`src/rtl/flash_ctrl_pkg.sv`:
```
`default_nettype none
package flash_ctrl_pkg;
    localparam int PTR_W = 22;
    localparam int LOW_PTR_W = 21;
    localparam int HOLD_DEPTH = 64;
    localparam int HOLD_IDX_W = 6;
    localparam int BLOCK_LSB = 10;
    localparam int CTL_SINGLE_WORD = 5;
    localparam int CTL_ERASE_SEL = 4;
    localparam int CTL_ERROR = 3;
    localparam int CTL_PERMIT = 2;
    localparam int CTL_START = 1;
    localparam logic [7:0] CTL_RESET = 8'h00;
    localparam logic [7:0] CTL_MASK = 8'h3e;
    localparam logic [7:0] KEY_FIRST = 8'h55;
    localparam logic [7:0] KEY_SECOND = 8'hAA;
    localparam int SINGLE_WORD_BYTES = 2;
    localparam int BLOCK_PROG_BYTES = 64;
    // register select codes on the core's special function bus
    localparam logic [2:0] SEL_CONTROL = 3'h0;
    localparam logic [2:0] SEL_KEY = 3'h1;
    localparam logic [2:0] SEL_LATCH = 3'h2;
    localparam logic [2:0] SEL_PTR_UP = 3'h3;
    localparam logic [2:0] SEL_PTR_HI = 3'h4;
    localparam logic [2:0] SEL_PTR_LO = 3'h5;
    // pointer update modes carried by a table instruction
    typedef enum logic [1:0] {
        PTR_KEEP = 2'h0,
        PTR_POST_INC = 2'h1,
        PTR_POST_DEC = 2'h2,
        PTR_PRE_INC = 2'h3
    } ptr_mode_t;
    typedef struct packed {
        logic rd_en;
        logic wr_en;
        logic [2:0] sel;
        logic [7:0] wdata;
    } reg_req_t;
    typedef struct packed {
        logic rd_en;
        logic wr_en;
        ptr_mode_t mode;
    } table_req_t;
endpackage
`default_nettype wire

```
`src/rtl/flash_self_program_control.sv`:
```
// Operation
// - unlock key port stores nothing, reads zero
// - single word programs two, else 64 bytes
// - erase select erases; cleared on erase completion
// - write permit gates cycles; clear at reset
// - error flag set on start, cleared on completion
// - error flag survives reset and improper attempts
// - start bit software-settable only, hardware cleared
// - control bits 7, 6, 0 read zero
// - space selects untouched on error
// - table latch holds each moved byte
// - three pointer bytes form 22-bit address
// - auto updates touch only low 21 bits
// - table read uses all 22 bits
// - table write fills holding register by pointer
// - pointer bits 21:6 choose programmed block
// - erase clears block, ignoring bits 9:0
// - four pointer update modes per table op
// - table read moves exactly one byte
// - pointer bit zero picks word byte
// - erase only whole 512-word blocks
// - core stalls during long write or erase
// - holding registers keep contents after programming
`default_nettype none
module flash_self_program_control
    import flash_ctrl_pkg::*;
#(
    parameter int TIMER_CYCLES = 64,
    parameter int ARRAY_WORD_W = 16
) (
    input wire logic clock_i,
    input wire logic sys_rst_i,
    input wire logic clk_en_i,
    input wire reg_req_t reg_req_i,
    output logic [7:0] reg_rdata_o,
    input wire table_req_t table_req_i,
    input wire logic memory_space_select_i,
    input wire logic config_space_select_i,
    output logic core_stall_o,
    output logic [PTR_W-1:0] array_addr_o,
    input wire logic [ARRAY_WORD_W-1:0] array_rdata_i,
    output logic array_erase_o,
    output logic array_prog_o,
    output logic [7:0] array_prog_data_o,
    output logic array_busy_o,
    output logic memory_space_select_o,
    output logic config_space_select_o
);
    initial begin
        if (TIMER_CYCLES < 1 || ARRAY_WORD_W != 16) begin
            $error("unsupported timer or array word width");
        end
    end

    typedef enum logic [3:0] {
        ST_IDLE = 4'b0001,
        ST_ERASE = 4'b0010,
        ST_PROG = 4'b0100,
        ST_WAIT = 4'b1000
    } op_state_t;

    typedef enum logic [2:0] {
        KEY_NONE = 3'b001,
        KEY_GOT_FIRST = 3'b010,
        KEY_ARMED = 3'b100
    } key_state_t;

    op_state_t state_reg;
    key_state_t key_reg;
    logic single_word_reg;
    logic erase_sel_reg;
    logic error_reg;
    logic permit_reg;
    logic start_reg;
    logic [7:0] latch_reg;
    logic [PTR_W-1:0] ptr_reg;
    logic [PTR_W-1:0] ptr_next;
    logic [PTR_W-1:0] op_base_reg;
    logic [HOLD_IDX_W-1:0] byte_cnt_reg;
    logic [HOLD_IDX_W-1:0] last_idx_reg;
    logic [15:0] timer_reg;
    logic [7:0] hold_rdata;
    logic space_mem_reg;
    logic space_cfg_reg;
    logic [PTR_W-1:0] read_addr;

    logic wr_ctl;
    logic wr_key;
    logic start_req;
    logic start_ok;
    logic busy;
    logic [7:0] ctl_view;
    logic [PTR_W-1:0] ptr_pre;

    assign busy = (state_reg != ST_IDLE);
    assign wr_ctl = reg_req_i.wr_en && reg_req_i.sel == SEL_CONTROL;
    assign wr_key = reg_req_i.wr_en && reg_req_i.sel == SEL_KEY;
    assign start_req = wr_ctl && reg_req_i.wdata[CTL_START] && !start_reg;
    // start honoured only right after unlock and with permit set
    // permit comes from the start write itself, so one write may do both
    assign start_ok = start_req && key_reg == KEY_ARMED
        && reg_req_i.wdata[CTL_PERMIT]
        && state_reg == ST_IDLE;

    // unlock key: a sequence tracker, no storage
    always_ff @(posedge clock_i or posedge sys_rst_i) begin
        if (sys_rst_i) begin
            key_reg <= KEY_NONE;
        end else if (clk_en_i) begin
            if (wr_key) begin
                case (key_reg)
                    KEY_NONE:
                        key_reg <= (reg_req_i.wdata == KEY_FIRST)
                            ? KEY_GOT_FIRST : KEY_NONE;
                    KEY_GOT_FIRST:
                        key_reg <= (reg_req_i.wdata == KEY_SECOND)
                            ? KEY_ARMED : KEY_NONE;
                    default:
                        key_reg <= (reg_req_i.wdata == KEY_FIRST)
                            ? KEY_GOT_FIRST : KEY_NONE;
                endcase
            end else if (reg_req_i.wr_en || reg_req_i.rd_en) begin
                // any other access breaks the sequence
                key_reg <= KEY_NONE;
            end
        end
    end

    // control bits software owns
    always_ff @(posedge clock_i or posedge sys_rst_i) begin
        if (sys_rst_i) begin
            single_word_reg <= CTL_RESET[CTL_SINGLE_WORD];
            permit_reg <= CTL_RESET[CTL_PERMIT];
        end else if (clk_en_i && wr_ctl) begin
            single_word_reg <= reg_req_i.wdata[CTL_SINGLE_WORD];
            permit_reg <= reg_req_i.wdata[CTL_PERMIT];
        end
    end

    // erase select: software writes, hardware clears on erase done
    always_ff @(posedge clock_i or posedge sys_rst_i) begin
        if (sys_rst_i) begin
            erase_sel_reg <= CTL_RESET[CTL_ERASE_SEL];
        end else if (clk_en_i) begin
            if (state_reg == ST_ERASE && timer_reg == 16'h0000) begin
                erase_sel_reg <= 1'b0;
            end else if (wr_ctl && !busy) begin
                erase_sel_reg <= reg_req_i.wdata[CTL_ERASE_SEL];
            end
        end
    end

    // start bit: set only, cleared by hardware at completion
    always_ff @(posedge clock_i or posedge sys_rst_i) begin
        if (sys_rst_i) begin
            start_reg <= 1'b0;
        end else if (clk_en_i) begin
            if (state_reg == ST_WAIT) begin
                start_reg <= 1'b0;
            end else if (start_ok) begin
                start_reg <= 1'b1;
            end
        end
    end

    // error flag has no reset: an interrupted cycle leaves it set
    always_ff @(posedge clock_i) begin
        if (clk_en_i) begin
            if (start_ok || (start_req && !start_ok)) begin
                error_reg <= 1'b1;
            end else if (state_reg == ST_WAIT) begin
                error_reg <= 1'b0;
            end else if (wr_ctl && !reg_req_i.wdata[CTL_ERROR]) begin
                error_reg <= 1'b0;
            end
        end
    end

    // space selects captured at start, never cleared by an error
    always_ff @(posedge clock_i or posedge sys_rst_i) begin
        if (sys_rst_i) begin
            space_mem_reg <= 1'b0;
            space_cfg_reg <= 1'b0;
        end else if (clk_en_i && !busy) begin
            space_mem_reg <= memory_space_select_i;
            space_cfg_reg <= config_space_select_i;
        end
    end
    assign memory_space_select_o = space_mem_reg;
    assign config_space_select_o = space_cfg_reg;

    // table pointer update, low 21 bits only
    always_comb begin
        ptr_pre = ptr_reg;
        ptr_next = ptr_reg;
        if (table_req_i.mode == PTR_PRE_INC) begin
            ptr_pre = {ptr_reg[PTR_W-1],
                ptr_reg[LOW_PTR_W-1:0] + 21'h00_0001};
        end
        case (table_req_i.mode)
            PTR_KEEP: ptr_next = ptr_reg;
            PTR_POST_INC: ptr_next = {ptr_reg[PTR_W-1],
                ptr_reg[LOW_PTR_W-1:0] + 21'h00_0001};
            PTR_POST_DEC: ptr_next = {ptr_reg[PTR_W-1],
                ptr_reg[LOW_PTR_W-1:0] - 21'h00_0001};
            PTR_PRE_INC: ptr_next = ptr_pre;
            default: ptr_next = ptr_reg;
        endcase
    end

    logic table_op;
    assign table_op = (table_req_i.rd_en || table_req_i.wr_en) && !busy;

    always_ff @(posedge clock_i or posedge sys_rst_i) begin
        if (sys_rst_i) begin
            ptr_reg <= '0;
        end else if (clk_en_i) begin
            if (table_op) begin
                ptr_reg <= ptr_next;
            end else if (reg_req_i.wr_en && !busy) begin
                case (reg_req_i.sel)
                    SEL_PTR_UP: ptr_reg[PTR_W-1:16] <=
                        reg_req_i.wdata[PTR_W-17:0];
                    SEL_PTR_HI: ptr_reg[15:8] <= reg_req_i.wdata;
                    SEL_PTR_LO: ptr_reg[7:0] <= reg_req_i.wdata;
                    default: ptr_reg <= ptr_reg;
                endcase
            end
        end
    end

    // array read word; bit zero picks the byte
    assign read_addr = ptr_pre;

    always_ff @(posedge clock_i or posedge sys_rst_i) begin
        if (sys_rst_i) begin
            latch_reg <= 8'h00;
        end else if (clk_en_i) begin
            if (table_req_i.rd_en && !busy) begin
                latch_reg <= read_addr[0] ? array_rdata_i[15:8]
                    : array_rdata_i[7:0];
            end else if (reg_req_i.wr_en && reg_req_i.sel == SEL_LATCH) begin
                latch_reg <= reg_req_i.wdata;
            end
        end
    end

    // holding registers written by table writes only
    flash_hold_buffer #(
        .DEPTH(HOLD_DEPTH),
        .IDX_W(HOLD_IDX_W)
    ) u_hold (
        .clock_i(clock_i),
        .clk_en_i(clk_en_i),
        .wr_i(table_req_i.wr_en && !busy),
        .wr_idx_i(ptr_pre[HOLD_IDX_W-1:0]),
        .wr_data_i(latch_reg),
        .rd_idx_i(byte_cnt_reg),
        .rd_data_o(hold_rdata)
    );

    // long write / erase sequencer
    always_ff @(posedge clock_i or posedge sys_rst_i) begin
        if (sys_rst_i) begin
            state_reg <= ST_IDLE;
            op_base_reg <= '0;
            byte_cnt_reg <= '0;
            last_idx_reg <= '0;
            timer_reg <= 16'h0000;
        end else if (clk_en_i) begin
            case (state_reg)
                ST_IDLE: begin
                    if (start_ok) begin
                        // block base ignores bits 9:0
                        op_base_reg <= {ptr_reg[PTR_W-1:BLOCK_LSB],
                            {BLOCK_LSB{1'b0}}};
                        timer_reg <= 16'(TIMER_CYCLES - 1);
                        // mode bits of the starting write take effect now
                        if (reg_req_i.wdata[CTL_ERASE_SEL]) begin
                            state_reg <= ST_ERASE;
                        end else if (reg_req_i.wdata[CTL_SINGLE_WORD]) begin
                            byte_cnt_reg <= {ptr_reg[HOLD_IDX_W-1:1], 1'b0};
                            last_idx_reg <= {ptr_reg[HOLD_IDX_W-1:1],
                                1'b1};
                            state_reg <= ST_PROG;
                        end else begin
                            byte_cnt_reg <= '0;
                            last_idx_reg <=
                                6'(BLOCK_PROG_BYTES - 1);
                            state_reg <= ST_PROG;
                        end
                    end
                end
                ST_ERASE: begin
                    if (timer_reg == 16'h0000) begin
                        state_reg <= ST_WAIT;
                    end else begin
                        timer_reg <= timer_reg - 16'h0001;
                    end
                end
                ST_PROG: begin
                    if (byte_cnt_reg != last_idx_reg) begin
                        byte_cnt_reg <= byte_cnt_reg + 6'h01;
                    end
                    if (timer_reg != 16'h0000) begin
                        timer_reg <= timer_reg - 16'h0001;
                    end
                    if (byte_cnt_reg == last_idx_reg
                        && timer_reg == 16'h0000) begin
                        state_reg <= ST_WAIT;
                    end
                end
                ST_WAIT: state_reg <= ST_IDLE;
                default: state_reg <= ST_IDLE;
            endcase
        end
    end

    // erase pulses whole block once; program strobes one byte a cycle
    assign array_erase_o = (state_reg == ST_ERASE)
        && timer_reg == 16'(TIMER_CYCLES - 1);
    // the timer may outlast the bytes: strobe each byte only once
    logic prog_done_reg;
    always_ff @(posedge clock_i or posedge sys_rst_i) begin
        if (sys_rst_i) begin
            prog_done_reg <= 1'b0;
        end else if (clk_en_i) begin
            prog_done_reg <= state_reg == ST_PROG
                && (prog_done_reg || byte_cnt_reg == last_idx_reg);
        end
    end
    assign array_prog_o = (state_reg == ST_PROG)
        && !prog_done_reg;
    assign array_prog_data_o = hold_rdata;
    assign array_addr_o = busy
        ? {op_base_reg[PTR_W-1:BLOCK_LSB],
           ptr_reg[BLOCK_LSB-1:HOLD_IDX_W], byte_cnt_reg}
        : read_addr;
    assign array_busy_o = busy;
    assign core_stall_o = busy;

    // register read side
    assign ctl_view = {2'b00, single_word_reg, erase_sel_reg, error_reg,
        permit_reg, start_reg, 1'b0} & CTL_MASK;
    always_comb begin
        case (reg_req_i.sel)
            SEL_CONTROL: reg_rdata_o = ctl_view;
            SEL_KEY: reg_rdata_o = 8'h00;
            SEL_LATCH: reg_rdata_o = latch_reg;
            SEL_PTR_UP: reg_rdata_o = {2'b00, ptr_reg[PTR_W-1:16]};
            SEL_PTR_HI: reg_rdata_o = ptr_reg[15:8];
            SEL_PTR_LO: reg_rdata_o = ptr_reg[7:0];
            default: reg_rdata_o = 8'h00;
        endcase
    end
endmodule // flash_self_program_control
`default_nettype wire

```
`src/rtl/flash_hold_buffer.sv`:
```
`default_nettype none
module flash_hold_buffer
    import flash_ctrl_pkg::*;
#(
    parameter int DEPTH = HOLD_DEPTH,
    parameter int IDX_W = HOLD_IDX_W
) (
    input wire logic clock_i,
    input wire logic clk_en_i,
    input wire logic wr_i,
    input wire logic [IDX_W-1:0] wr_idx_i,
    input wire logic [7:0] wr_data_i,
    input wire logic [IDX_W-1:0] rd_idx_i,
    output logic [7:0] rd_data_o
);
    initial begin
        if (DEPTH != (1 << IDX_W)) begin
            $error("holding depth must be two to the index width");
        end
    end

    // contents survive a completed program and reset alike
    logic [7:0] mem [DEPTH];

    always_ff @(posedge clock_i) begin
        if (clk_en_i && wr_i) begin
            mem[wr_idx_i] <= wr_data_i;
        end
    end

    assign rd_data_o = mem[rd_idx_i];
endmodule // flash_hold_buffer
`default_nettype wire

```
`config.mk`:
```
export PLATFORM = sky130hd
export DESIGN_NAME = flash_self_program_control
export DESIGN_NICKNAME = d
export VERILOG_FILES = /design/src/rtl/flash_ctrl_pkg.sv /design/src/rtl/flash_self_program_control.sv /design/src/rtl/flash_hold_buffer.sv
export SDC_FILE = /design/constraint.sdc
export NUM_CORES = 1
export LEC_CHECK = 0
export ABC_AREA = 1
export BUFFER_PORTS_ARGS = -buffer_cell sky130_fd_sc_hd__clkbuf_2
export CAP_MARGIN = 15
export CORE_MARGIN = 2
export CORE_UTILIZATION = 60
export DETAILED_ROUTE_END_ITERATION = 10
export PLACE_DENSITY_LB_ADDON = 0.3
export SKIP_CTS_REPAIR_TIMING = 1
export SLEW_MARGIN = 20
export SYNTH_ARGS = -nofsm -noshare
export SYNTH_HDL_FRONTEND = slang
export SYNTH_SLANG_ARGS = --single-unit
export TNS_END_PERCENT = 20
```
`constraint.sdc`:
```
create_clock -name clock_i -period 6 [get_ports clock_i]
set_input_delay 0.9 -clock clock_i [delete_from_list [all_inputs] [get_ports clock_i]]
set_output_delay 0.9 -clock clock_i [all_outputs]
set_load 0.01 [all_outputs]
```
==> results of run 1 <==
==> worst min-delay path by stage <==
stage | start | to | slack, ps
2_1_floorplan | last_idx_reg[0] | last_idx_reg[0] | 450
4_1_cts | sys_rst_i | timer_reg[9] | 380
6_report | sys_rst_i | timer_reg[9] | 370
3_3_place_gp | op_base_reg[10] | op_base_reg[10] | 460
5_1_grt | sys_rst_i | timer_reg[9] | 430
3_5_place_dp | last_idx_reg[0] | last_idx_reg[0] | 470
==> layer usage <==
| layer | wire (µm) | up-vias | GRT usage (%) |
|---|---|---|---|
| met5 | 0 | - | 0 |
| met4 | 3250 | 0 | 14.3 |
| met1 | 27600 | 9717 | 41.7 |
| li1 | - | 9263 | - |
| met2 | 35800 | 1343 | 53.0 |
| met3 | 7780 | 225 | 5.72 |
==> per-stage QoR <==
stage                     hold slack [ps]  instance area (µm²)  utilization, %  std cells
after floorplan                       447                26900               -       2663
after global placement                464                27600            62.4       3211
after detailed placement              474                27600            62.4       3211
after CTS                             376                29500            66.7       3319
after global routing                  433                29500            66.7       3319
final                                 365                29500            66.7       3319
==> cell type report <==
| type | count | area [µm²] |
|---|---|---|
| clock buffer | 74 | 1540 |
| clock inverter | 34 | 334 |
| fill | 3298 | 14700 |
| inverter | 127 | 485 |
| multi-input combinational | 1799 | 8330 |
| sequential | 597 | 17500 |
| tap | 592 | 741 |
| timing repair buffer | 96 | 518 |
==> placed cells by master (no fill, tap or decap), types with 17 or more instances in the layout <==
master / instances
a21oi_1: 74
nand3_1: 173
clkbuf_16: 58
o22ai_1: 21
o21ai_0: 318
o211ai_1: 68
inv_1: 114
nand2_1: 454
nor2_1: 559
dfrtp_1: 72
clkbuf_2: 81
xor2_1: 17
edfxtp_1: 513
==> critical path, cell delays in order, from the launching register on <==
cell,delay (ps)
dfrtp_4,760
inv_8,740
buf_4,520
nor2_1,110
o211ai_1,250
nand3_1,190
nand3_1,130
nand3_1,70
nand2_1,130
clkbuf_2,150
==> power by group through the flow <==
| stage | Combinational (mW) | Sequential (mW) | Clock (mW) |
|---|---|---|---|
| floorplan | 2.22 | 5.64 | 0 |
| global placement | 3.47 | 6.03 | 0 |
| detailed placement | 3.52 | 6.03 | 0 |
| CTS | 3.54 | 5.95 | 3.61 |
| global route | 3.92 | 6.01 | 3.77 |
| finish | 3.63 | 5.97 | 3.58 |
==> kinds of logic (layout without fill, tap and decap cells) <==
group / Yosys count / in the layout / synth area share, %
simple gates: 1240 / 1240 / 18.8
xor+xnor: 24 / 24 / 0.781
buf+inv: 267 / 331 / 4.02
flops: 597 / 597 / 65.0
mux: 6 / 6 / 0.232
fa+ha+maj: 6 / 6 / 0.279
compound gates: 523 / 523 / 10.9
==> results.md, run 1 <==
* Register-to-Register Path Depth at 8
* R2R Path Start: state_reg[0]
* N_diodes at 0
* Slew headroom at 31.7%
* Wire length per cell at 22.4 µm
* Post-route DRC at 0
* Worst-Margin Slew at 1020 ps
* GRT Overall Usage at 32.0%
* Synth Instances at 2663
* Final nets at 2723
* Chip Height at 216 µm
* Clock power frac at 27.2%
* Setup crit end kind: output port
* Reg-to-reg endpoint: u_hold.mem[28][2]
* DP HPWL at 45700 µm
* Core area at 44200 µm²
* Comb power frac at 27.5%
* Cell Area, Synth at 26900 µm²
* Die Span X at 216 µm
* Clk slew on worst S/H paths at 60 ps
* IO Port Bufs at 81
* CTS max path bufs at 3
* 1st-pass router iterations at 5
* Gr ovfl total at 0
* Switch share at 37.8%
* # clock sinks at 597
* Initial antenna violation count at 0
* Clk Latency, worst-skew pair at 630 ps
* CTS tree: done
* Area leader, netlist: edfxtp_1
* Number of flops mapped to enable cells by yosys at 513
* Worst Setup Start Kind: flip-flop
* Initial core utilization at 60.9%
* Final Skew at 17.8 ps
* Vias at 20548
* FF-to-FF setup slack at 2340 ps
* GP Congestion at 0.977
* Period minus WS final at 4710 ps
* Io pins at 82
* Net Count, Synth at 2707
* Final Slew Violations at 0
* Antenna viol nets, final at 0
* Worst-path maximum fanout at 164
* Top FF cell, synth: edfxtp_1
* Vias in the first global route at 20057
* Post-synth ARST share at 14.1%
* Die area at 46600 µm²
* Most frequent cells after synthesis: nor2_1 (559), edfxtp_1 (513), nand2_1 (454), o21ai_0 (318), nand3_1 (173)
* Top cell type's share of synthesized area at 57.2%
* Path category of the worst min-delay check: in -> async
* Crit share post-route at 78.5%
* Post-synthesis cell type count at 50
* Root buffer cell: clkbuf_16
* Number of synthesized register bits at 597
* PwrDens at 447 nW/µm²
* RSZ-0062 raised after global routing: no
* Cell row count at 77
* End of the critical path: array_prog_data_o[7]
* Critical Path RT at 5100 ps
* Register area share after synthesis at 65.0%
* P_int at 8.21 mW
* Power Total at 13.2 mW
* Endpoints failing hold at 0
* Vias/cell at 6.19
* Leakage at 10.9 nW
* Psw at 4.98 mW
* Max cap viols at 0
* Peak VDD IR at 0.372 mV
* Place WS at 1440 ps
* First-pass GRT wire length at 113000 µm
* Synth area leaders: edfxtp_1 (57%), nor2_1 (7.8%), dfrtp_1 (7.6%)
* Status: completed
* Setup WS post-layout at 1290 ps
* Sequential Power Share at 45.3%
* Count leader, synth: nor2_1
* Syn Area/Cell at 10.1 µm²
* Setup TNS at 0 ps
* H-tree level count at 2
* DRT iter0 DRCs at 2499
* Largest net degree at the start of global routing at 165
* Critical path type: reg -> out
* Area growth syn-to-layout at 9.54%
* Syn. warnings at 0
* Endpoints failing setup at 0
* Largest register FFs at 512
* Share of layout cells above drive strength 1 at 8.32%
* Crit path arrival time at 3810 ps
* CP Launch Point: byte_cnt_reg[0]
* Final wirelength at 74500 µm
* Max Fclk at 212 MHz
* Number of CTS-inserted buffers at 58
(Power assumes the default switching activity.)
==> run 2: changes to the inputs <==
- ABC_AREA: 1 -> 0
- CORE_UTILIZATION: 60 -> 56
- clock period: 6 -> 4.2 ns (I/O delays scaled with it)
==> results.md, run 2 <==
* Wire length per cell at 26.7 µm
* Critical Path RT at 3570 ps
* Power Total at 16.3 mW
* Cell Area, Synth at 26000 µm²
* Crit path arrival time at 3400 ps
* Vias at 16274
* Final Skew at 41.4 ps
* # fillers at 3124
* Final Slew Violations at 0
* Final wirelength at 66100 µm
* Area leader, netlist: edfxtp_1
* Die Span X at 219 µm
* Endpoints failing hold at 0
* CTS tree: done
* Initial antenna violation count at 0
* First-pass GRT wire length at 99700 µm
* Net Count, Synth at 1744
* Setup TNS at 0 ps
* Initial core utilization at 57.0%
* Number of CTS-inserted buffers at 57
* GP Congestion at 0.975
* Area growth syn-to-layout at 12.9%
* Register area share after synthesis at 67.4%
* Most frequent cells after synthesis: edfxtp_1 (513), nor2_1 (135), nand2_1 (117), mux4_2 (102), mux2i_1 (85)
* Top FF cell, synth: edfxtp_1
* Number of flops mapped to enable cells by yosys at 513
* Number of synthesized register bits at 597
* Slew headroom at 28.7%
* Setup crit end kind: output port
* Largest register FFs at 512
* Max Fclk at 248 MHz
* Peak VDD IR at 0.453 mV
* Path category of the worst min-delay check: in -> async
* Place WS at 849 ps
* Root buffer cell: clkbuf_16
* Leakage at 9.76 nW
* # clock sinks at 597
* Vias in the first global route at 15689
* Worst-path maximum fanout at 22
* Max cap viols at 0
* Post-route DRC at 0
* IO Port Bufs at 81
* Die area at 48100 µm²
* Chip Height at 219 µm
* Synth Instances at 1700
* Setup WS post-layout at 167 ps
* Commonest non-fill, non-tap cell in the layout: edfxtp_1
* Top cell type's share of synthesized area at 59.3%
* CP Launch Point: byte_cnt_reg[0]
* Post-synth ARST share at 14.1%
* N_diodes at 0
* Critical path type: reg -> out
* Synth area leaders: edfxtp_1 (59%), mux4_2 (8.8%), dfrtp_1 (7.9%)
* Most frequent cells in the layout: edfxtp_1 (513), nor2_1 (134), nand2_1 (117)
* Endpoints failing setup at 0
* R2R Path Start: ptr_reg[1]
* Register-to-Register Path Depth at 5
* PwrDens at 554 nW/µm²
* Reg-to-reg endpoint: u_hold.mem[12][7]
* DRT iter0 DRCs at 2243
* Worst-Margin Slew at 1060 ps
* Cell row count at 78
* Io pins at 82
* Clk Latency, worst-skew pair at 640 ps
* Final non-filler cell total at 2474
* Antenna viol nets, final at 0
* Gr ovfl total at 0
* Final nets at 1872
* Worst Setup Start Kind: flip-flop
* H-tree level count at 2
* Syn. warnings at 0
* Crit share post-route at 96.0%
* GRT Overall Usage at 28.1%
* Count leader, synth: edfxtp_1
* 1st-pass router iterations at 5
* Period minus WS final at 4030 ps
* Share of layout cells above drive strength 1 at 22.6%
* Syn Area/Cell at 15.3 µm²
* Status: completed
* Clk slew on worst S/H paths at 60 ps
* CTS max path bufs at 3
* FF-to-FF setup slack at 920 ps
* Largest net degree at the start of global routing at 66
* Core area at 45600 µm²
* RSZ-0062 raised after global routing: no
* DP HPWL at 41800 µm
* Vias/cell at 6.58
* Post-synthesis cell type count at 84
* DP Cell Count at 2369
-- run 2: cell families (layout without fill, tap and decap cells) --
family / Yosys count / after routing / synth area share (%)
AOI/OAI and AO/OA: 264 / 264 / 7.15
xor gates and xnor gates: 40 / 40 / 1.35
adders and majority gates: 6 / 6 / 0.289
buffers and inverters: 137 / 311 / 2.48
DFF: 597 / 597 / 67.4
muxes: 200 / 200 / 12.7
and+or+nand+nor: 456 / 456 / 8.69
-- run 2: final cells by class --
cell class	count	area, µm²	area share, %
clock buffer	72	1510	5.16
multi-input combinational	966	7840	26.7
clock inverter	33	398	1.36
timing repair buffer	184	1230	4.19
inverter	22	83.8	0.286
sequential	597	17500	59.7
tap	600	751	2.56
-- run 2: where the power goes --
part	internal, mW	leakage, nW	switching, mW
sequential	7.50	5.67	0.476
clock	3.05	0.931	2.20
combinational	0.823	3.15	2.20
-- run 2: worst max-delay path by stage --
stage | slack [ps] | to | depth (start not counted)
2_1_floorplan | 1390 | array_prog_data_o[6] | 8
3_3_place_gp | 830 | array_prog_data_o[3] | 6
3_5_place_dp | 850 | array_prog_data_o[3] | 6
4_1_cts | 130 | array_prog_data_o[2] | 7
5_1_grt | 30 | array_prog_data_o[2] | 7
6_report | 170 | array_prog_data_o[2] | 7
-- run 2: stage by stage --
stage	area (µm²)	util (%)	hold slack (ps)
global placement	27400	60.2	457
global route	29300	64.4	226
floorplan	26000	-	446
CTS	29300	64.4	152
finish	29300	64.4	137
detailed placement	27400	60.2	464
-- run 2: metal layers --
layer / share of wire, % / routed length (µm) / GRT usage [%] / vias to the layer above
met2: 47 / 31000 / 43.4 / 949
met1: 40 / 26700 / 41.3 / 8189
met5: 0 / 0 / 0 / -
met4: 3.5 / 2300 / 9.68 / 0
met3: 9.1 / 6010 / 4.23 / 155
li1: - / - / - / 6981
-- run 2: critical path, stage by stage, from the launching register on --
cell      delay, ps
dfrtp_4         750
buf_4           400
mux4_2          540
and3_1          200
a221o_1         280
a211oi_1        310
a211oi_1        120
clkbuf_2        160
